===== src/rtl/rccr_regs.vh =====
`ifndef RCCR_REGS_VH
`define RCCR_REGS_VH
`define RCCR_OFF_CH4_SDTH 8'h2F
`define RCCR_OFF_RSVD_A 8'h30
`define RCCR_OFF_RSVD_B 8'h31
`define RCCR_OFF_CH5_RXDM 8'h32
`define RCCR_OFF_CH5_EQ 8'h33
`define RCCR_OFF_CH5_SWING 8'h34
`define RCCR_RST_CH4_SDTH 8'h00
`define RCCR_RST_RSVD 8'h00
`define RCCR_RST_CH5_RXDM 8'h00
`define RCCR_RST_CH5_EQ 8'h2F
`define RCCR_RST_CH5_SWING 8'hAD
`define RCCR_RST_SDTH_OUT 4'h0
`define RCCR_RST_SCP 1'b1
`define RCCR_RST_RATIO 3'h5
`define RCCR_SDTH_ASSERT_MSB 3
`define RCCR_SDTH_ASSERT_LSB 2
`define RCCR_SDTH_DEASSERT_MSB 1
`define RCCR_SDTH_DEASSERT_LSB 0
`define RCCR_RXDM_MSB 3
`define RCCR_RXDM_LSB 2
`define RCCR_SWING_SCP_BIT 7
`define RCCR_SWING_RATIO_MSB 2
`define RCCR_SWING_RATIO_LSB 0
`define RCCR_RXDM_HIZ 2'h0
`define RCCR_RXDM_AUTO_LIM 2'h1
`define RCCR_RXDM_AUTO_INF 2'h2
`define RCCR_RXDM_FIXED 2'h3
`define RCCR_CLK_HZ 40000000
`define RCCR_POLL_MS 12
`define RCCR_POLL_CYC (`RCCR_CLK_HZ / 1000 * `RCCR_POLL_MS)
`define RCCR_POLL_TRIES 50
`endif


===== src/rtl/rccr_channel_regs.v =====
// Operation
// - mode 00 hi-z, mode 11 fixed 50 ohm
// - mode 01 polls every 12 ms, 50 tries
// - mode 10 polls every 12 ms forever
// - auto modes hi-z until detect, then 50
// - 0x08 bit 3 hands mode to register
// - assert threshold bits 3:2, default 00
// - de-assert threshold bits 1:0, default 00
// - 0x08 bit 6 hands thresholds to register
// - 8-bit equalizer register resets to 0x2F
// - swing bit 7 short-circuit protect, reset 0xAD
// - swing bits 2:0 select amplitude ratio
`include "rccr_regs.vh"
module rccr_channel_regs #(
   parameter POLL_CYC = `RCCR_POLL_CYC,
   parameter POLL_TRIES = `RCCR_POLL_TRIES
) (
   input wire mclk_i,
   input wire nrst_i,
   input wire wr_en_i,
   input wire [7:0] addr_i,
   input wire [7:0] wdata_i,
   output reg [7:0] rdata_o,
   input wire receiver_detect_mode_ovr_i,
   input wire sdth_ovr_i,
   input wire [1:0] receiver_detect_mode_pin_i,
   input wire [3:0] sdth_pin_i,
   input wire rx_present_i,
   output reg [3:0] ch4_sdth_o,
   output reg term_50_o,
   output reg detect_test_o,
   output reg [7:0] ch5_eq_o,
   output reg scp_en_o,
   output reg [2:0] swing_ratio_o
);
   localparam S_IDLE = 2'd0;
   localparam S_WAIT = 2'd1;
   localparam S_DONE = 2'd2;
   localparam S_STOP = 2'd3;
   reg [7:0] ch4_sdth_reg;
   reg [7:0] rsvd_a_reg;
   reg [7:0] rsvd_b_reg;
   reg [7:0] ch5_rxdm_reg;
   reg [7:0] ch5_eq_reg;
   reg [7:0] ch5_swing_reg;
   reg [1:0] state_reg;
   reg [1:0] mode_q_reg;
   reg [31:0] tmr_reg;
   reg [7:0] tries_reg;
   reg [7:0] rdata_next;
   wire [1:0] receiver_detect_mode_pin_s;
   wire [3:0] sdth_pin_s;
   wire present_s;
   wire [1:0] mode;
   wire [3:0] sdth_eff;
   wire [2:0] ratio_field;
   wire poll_end;
   wire auto_mode;
   wire tries_spent;
   // pins are asynchronous to the register clock
   rccr_sync2 #(.W(7)) u_sync (
      .mclk_i(mclk_i),
      .nrst_i(nrst_i),
      .d_i({rx_present_i, sdth_pin_i, receiver_detect_mode_pin_i}),
      .q_o({present_s, sdth_pin_s, receiver_detect_mode_pin_s})
   );
   assign mode = receiver_detect_mode_ovr_i ?
      ch5_rxdm_reg[`RCCR_RXDM_MSB:`RCCR_RXDM_LSB] : receiver_detect_mode_pin_s;
   // register thresholds only once software owns them, the pin otherwise
   assign sdth_eff = sdth_ovr_i ?
      ch4_sdth_reg[`RCCR_SDTH_ASSERT_MSB:`RCCR_SDTH_DEASSERT_LSB] :
      sdth_pin_s;
   assign ratio_field =
      ch5_swing_reg[`RCCR_SWING_RATIO_MSB:`RCCR_SWING_RATIO_LSB];
   assign poll_end = (tmr_reg == POLL_CYC - 1);
   assign auto_mode = (mode == `RCCR_RXDM_AUTO_LIM) ||
      (mode == `RCCR_RXDM_AUTO_INF);
   assign tries_spent = (mode == `RCCR_RXDM_AUTO_LIM) &&
      (tries_reg == POLL_TRIES - 1);
   always @(posedge mclk_i)
   begin
      if (!nrst_i)
      begin
         ch4_sdth_reg <= `RCCR_RST_CH4_SDTH;
         rsvd_a_reg <= `RCCR_RST_RSVD;
         rsvd_b_reg <= `RCCR_RST_RSVD;
         ch5_rxdm_reg <= `RCCR_RST_CH5_RXDM;
         ch5_eq_reg <= `RCCR_RST_CH5_EQ;
         ch5_swing_reg <= `RCCR_RST_CH5_SWING;
      end
      else if (wr_en_i)
      begin
         // reserved bits are stored as written; software keeps them clean
         case (addr_i)
            `RCCR_OFF_CH4_SDTH: ch4_sdth_reg <= wdata_i;
            `RCCR_OFF_RSVD_A: rsvd_a_reg <= wdata_i;
            `RCCR_OFF_RSVD_B: rsvd_b_reg <= wdata_i;
            `RCCR_OFF_CH5_RXDM: ch5_rxdm_reg <= wdata_i;
            `RCCR_OFF_CH5_EQ: ch5_eq_reg <= wdata_i;
            `RCCR_OFF_CH5_SWING: ch5_swing_reg <= wdata_i;
            default:
            begin
               ch5_eq_reg <= ch5_eq_reg;
            end
         endcase
      end
   end
   always @*
   begin
      case (addr_i)
         `RCCR_OFF_CH4_SDTH: rdata_next = ch4_sdth_reg;
         `RCCR_OFF_RSVD_A: rdata_next = rsvd_a_reg;
         `RCCR_OFF_RSVD_B: rdata_next = rsvd_b_reg;
         `RCCR_OFF_CH5_RXDM: rdata_next = ch5_rxdm_reg;
         `RCCR_OFF_CH5_EQ: rdata_next = ch5_eq_reg;
         `RCCR_OFF_CH5_SWING: rdata_next = ch5_swing_reg;
         default: rdata_next = 8'h00;
      endcase
   end
   // detection sequencer; a mode change restarts it from idle
   always @(posedge mclk_i)
   begin
      if (!nrst_i)
      begin
         state_reg <= S_IDLE;
         mode_q_reg <= `RCCR_RXDM_HIZ;
         tmr_reg <= 32'h0;
         tries_reg <= 8'h00;
         term_50_o <= 1'b0;
         detect_test_o <= 1'b0;
      end
      else
      begin
         mode_q_reg <= mode;
         detect_test_o <= 1'b0;
         if (mode != mode_q_reg)
         begin
            state_reg <= S_IDLE;
            term_50_o <= (mode == `RCCR_RXDM_FIXED);
         end
         else
         begin
            case (state_reg)
               S_IDLE:
               begin
                  tmr_reg <= 32'h0;
                  tries_reg <= 8'h00;
                  term_50_o <= (mode == `RCCR_RXDM_FIXED);
                  if (auto_mode)
                     state_reg <= S_WAIT;
               end
               S_WAIT:
               begin
                  term_50_o <= 1'b0;
                  if (poll_end)
                  begin
                     tmr_reg <= 32'h0;
                     detect_test_o <= 1'b1;
                     if (present_s)
                     begin
                        state_reg <= S_DONE;
                        term_50_o <= 1'b1;
                     end
                     else if (tries_spent)
                        state_reg <= S_STOP;
                     else
                        tries_reg <= tries_reg + 8'h01;
                  end
                  else
                     tmr_reg <= tmr_reg + 32'h1;
               end
               S_DONE:
               begin
                  // a found receiver keeps 50 ohm until the mode moves
                  term_50_o <= 1'b1;
               end
               S_STOP:
               begin
                  term_50_o <= 1'b0;
               end
               default:
               begin
                  state_reg <= S_IDLE;
               end
            endcase
         end
      end
   end
   // outputs are registered so the pins never see decode glitches
   always @(posedge mclk_i)
   begin
      if (!nrst_i)
         rdata_o <= 8'h00;
      else
         rdata_o <= rdata_next;
   end
   always @(posedge mclk_i)
   begin
      if (!nrst_i)
         ch4_sdth_o <= `RCCR_RST_SDTH_OUT;
      else
         ch4_sdth_o <= sdth_eff;
   end
   always @(posedge mclk_i)
   begin
      if (!nrst_i)
         ch5_eq_o <= `RCCR_RST_CH5_EQ;
      else
         ch5_eq_o <= ch5_eq_reg;
   end
   always @(posedge mclk_i)
   begin
      if (!nrst_i)
         scp_en_o <= `RCCR_RST_SCP;
      else
         scp_en_o <= ch5_swing_reg[`RCCR_SWING_SCP_BIT];
   end
   always @(posedge mclk_i)
   begin
      if (!nrst_i)
         swing_ratio_o <= `RCCR_RST_RATIO;
      else
         swing_ratio_o <= ratio_field;
   end
endmodule // rccr_channel_regs


===== src/rtl/rccr_sync2.v =====
// two-flop synchroniser for pin levels
module rccr_sync2 #(
   parameter W = 1
) (
   input wire mclk_i,
   input wire nrst_i,
   input wire [W-1:0] d_i,
   output wire [W-1:0] q_o
);
   reg [W-1:0] meta_reg;
   reg [W-1:0] sync_reg;
   always @(posedge mclk_i)
   begin
      if (!nrst_i)
      begin
         meta_reg <= {W{1'b0}};
         sync_reg <= {W{1'b0}};
      end
      else
      begin
         meta_reg <= d_i;
         sync_reg <= meta_reg;
      end
   end
   assign q_o = sync_reg;
endmodule // rccr_sync2


===== config.mk =====
export PLATFORM = sky130hd
export DESIGN_NAME = rccr_channel_regs
export DESIGN_NICKNAME = d
export VERILOG_FILES = /design/src/rtl/rccr_channel_regs.v /design/src/rtl/rccr_sync2.v
export VERILOG_INCLUDE_DIRS = /design/src /design/src/rtl
export SDC_FILE = /design/constraint.sdc
export NUM_CORES = 1
export LEC_CHECK = 0
export ABC_AREA = 1
export BUFFER_PORTS_ARGS = -buffer_cell sky130_fd_sc_hd__buf_4
export CAP_MARGIN = 10
export CORE_MARGIN = 2
export CORE_UTILIZATION = 60
export DETAILED_ROUTE_END_ITERATION = 10
export GPL_TIMING_DRIVEN = 0
export PLACE_DENSITY = 0.89
export SYNTH_ARGS = -nofsm -noshare
export SYNTH_HDL_FRONTEND = slang
export SYNTH_SLANG_ARGS = --single-unit

===== constraint.sdc =====
create_clock -name mclk_i -period 1.9 [get_ports mclk_i]
set_input_delay 0.285 -clock mclk_i [delete_from_list [all_inputs] [get_ports mclk_i]]
set_output_delay 0.285 -clock mclk_i [all_outputs]
set_load 0.01 [all_outputs]

==> key figures <==
Run status
  • Status: complete, no violations

Drt
  • # DRC: 0
  • Via count: 6441
  • Vias per cell: 5.53
  • Final WL: 17200 um
  • Post-route ant nets: 0
  • DRT Pass-1 Iters: 6
  • Drt wl/cell: 14.8 um
  • 1st-iter DRT viols: 621

Clock network
  • Num CTS Buffers: 17
  • Clock transition at the registers of the reported paths: 0.07 ns
  • Root Buffer Master: clkbuf_8
  • CTS HTree Levels: 4
  • Clock sinks: 132
  • CTS Buffer Depth: 2
  • TritonCTS clock tree: done
  • Clk_lat worst skew: 0.54 ns

Yosys
  • Sequential share of the synthesized area: 42.1%
  • Synth unique cells: 35
  • Commonest cells post-synth: 221 x nand2_1, 132 x dfxtp_1, 116 x nor2_1
  • Top FF cell, synth: dfxtp_1
  • Top cell type's share of synthesized area: 42.1%
  • Syn_area_per_cell: 6.76 um2
  • Synth warn: 0
  • Synthesized flop and latch total: 132
  • Fraction of registers with async set/reset: 0%
  • Post-synth net total: 963
  • Cell accounting for the most synthesized area: dfxtp_1
  • EDFF count, synth: 0
  • Mapped Area: 0.00628 mm2
  • Largest cells by area after synthesis: dfxtp_1 42%, nand2_1 13%, nor2_1 6.9%
  • Cells after Synth: 930
  • Top-count cell post-synth: nand2_1

Placed design
  • Final GP Congestion: 0.955
  • Placed instance area: 0.00685 mm2
  • IO Port Bufs: 53
  • Final HPWL DP: 11700 um

Worst setup path
  • CP max stage delay: 0.32 ns
  • Crit path cell chain: inv_1, nand2_2, nand2_2, inv_1, ha_1, nand2_1, nor3_2, nand3_1, nand2_1, nor2_4, buf_4, nand3_1, nand2_1, nor2_2
  • Worst path arrival time: 2.27 ns
  • CP max-delay cell: dfxtp_1
  • CP max FO: 3
  • Req. time, crit path: 2.32 ns
  • Crit-path most repeated cell: nand2_1
  • WP buf/inv: 3
  • Crit end category: flop
  • Crit path depth: 14
  • Delay-heaviest family, CP: simple AND/OR/NAND/NOR gates
  • Crit path kind: reg -> reg
  • CP Launch Type: flop
  • Reg2reg path depth: 14

Power and ir drop
  • Peak VDD IR: 0.000668 V
  • Power Density: 871 mW/mm2
  • Leak pwr: 3.18 nW
  • Power Total: 6.62 mW

Global routing
  • GRT met3 Usage: 8.71%
  • Grt ovf: 0
  • Met2 GRT Util: 52.2%
  • GRT Resource Usage Total: 31.9%
  • GRT busiest layer: met2
  • Largest net degree at the start of global routing: 17
  • Antenna violations before repair: 0
  • Vias in the first global route: 6072
  • First-pass GRT wire length: 28400 um
  • Met1 Use GR: 40.0%

Timing
  • Max_slew headroom: 57.6%
  • Fmax: 0.540 GHz
  • Max Transition Viols Final: 0
  • Final min period: 1.85 ns
  • Fin crit share: 97.5%
  • Clk_skew: 0.00799 ns
  • Final Hold Vio Count: 0
  • Final setup viols: 0
  • Worst-margin pin slew: 0.635 ns

Die
  • Core area: 0.0102 mm2
  • Initial Util: 61.4%
  • # rows: 37
  • I/O Pins: 54
  • Die Width: 106 um
  • Die ar.: 0.0113 mm2
  • Die Y: 106 um

Run
  • Max-Cap Viols: 0

Finish
  • Final net count: 1048
  • Layout cells sized above 1: 15.9%
  • Fill count: 751
  • Antenna cell count: 0
  • Final non-filler cell area: 0.00760 mm2
  • Max reg flops: 32
  • Area Growth Syn to Fin: 21.0%

Hold path
  • Tightest Hold Check Type: in -> reg
  • Hold Path Cell Cnt: 3
==> worst register-to-register path: stages (launching register included) <==
cell and delay (ns):
dfxtp_1 0.32, inv_1 0.10, nand2_2 0.09, nand2_2 0.10, inv_1 0.07, ha_1 0.20, nand2_1 0.09, nor3_2 0.05
nand3_1 0.08, nand2_1 0.11, nor2_4 0.15, buf_4 0.14, nand3_1 0.08, nand2_1 0.10, nor2_2 0.05
==> layer usage <==
layer  wire length (um)  up-vias  part of all wire (%)
met5                  0        -                     0
met4                423        0                   2.5
met3               1750       57                    10
met2               8100      335                    47
met1               6970     2905                    40
li1                   -     3144                     -
==> logic make-up after synthesis <==
logic type	count (synthesis)	synth area share (%)
AO/OA/AOI/OAI	144	11.6
XOR/XNOR	6	0.836
adder cells (fa/ha/maj)	5	0.996
buffers and inverters	150	9.56
flip-flops	132	42.1
AND/OR/NAND/NOR	493	34.9
==> area by class of cell <==
class	instances	area (um2)	area share [%]
Multi-Input combinational cell	648	3070	40.4
Sequential cell	132	2650	34.8
Timing Repair Buffer	66	518	6.81
Inverter	123	464	6.11
Clock buffer	18	428	5.63
Tap cell	136	170	2.24
Clock inverter	14	166	2.19
Buffer	27	136	1.79
==> metrics by stage <==
stage               setup WS, ns  std cells  TNS, ns  hold WS (ns)  utilization (%)
finish                    0.0482       1164        0        0.0176             74.3
global route             -0.0854       1164   -0.259        0.0245             74.3
CTS                       0.0111       1162        0       0.00168             73.8
detailed placement        0.0103       1119        0         0.402             67.0
global placement          0.0212       1119        0         0.392             67.0
floorplan                  0.288        930        0         0.379                -
==> where the power goes <==
| part | internal [mW] | total, mW | switching, mW | leakage, nW |
|---|---|---|---|---|
| Sequential | 2.80 | 2.82 | 0.0205 | 1.07 |
| Combinational | 0.171 | 0.500 | 0.329 | 1.83 |
| Clock | 1.94 | 3.30 | 1.35 | 0.277 |
| Total | 4.92 | 6.62 | 1.70 | 3.18 |
==> final timing paths <==
check | startpoint | to | slack [ns]
setup / recovery | ch5_rxdm_reg[2] | tries_reg[1] | 0.05
hold / removal | wdata_i[7] | ch5_swing_reg[7] | 0.02
setup reg to reg | ch5_rxdm_reg[2] | tries_reg[1] | 0.05
hold reg to reg | u_sync.meta_reg[0] | u_sync.q_o[0] | 0.42
==> cells in the final DEF, fill, tap and decap left out, types with 14 or more instances in the layout <==
cell | netlist | routed
a21oi_1 | 71 | 71
clkbuf_16 | 0 | 16
nand3_1 | 71 | 71
nand4_1 | 18 | 18
dfxtp_1 | 132 | 130
nand2_2 | 20 | 21
nor2_2 | 12 | 14
buf_4 | 4 | 61
inv_1 | 114 | 114
nand2_1 | 221 | 219
o21ai_0 | 65 | 65
nor3_1 | 17 | 16
nor2_1 | 116 | 114
==> repair_timing <==
item                                   4_1_cts  5_1_grt
setup endpoints to repair                    6       20
gates resized for setup                      1        9
pin swaps                                    1        0
hold buffers                                 9        0
endpoints found under the hold margin       10        0
buffers inserted                             2        2
Power figures use the tool's default switching activity.
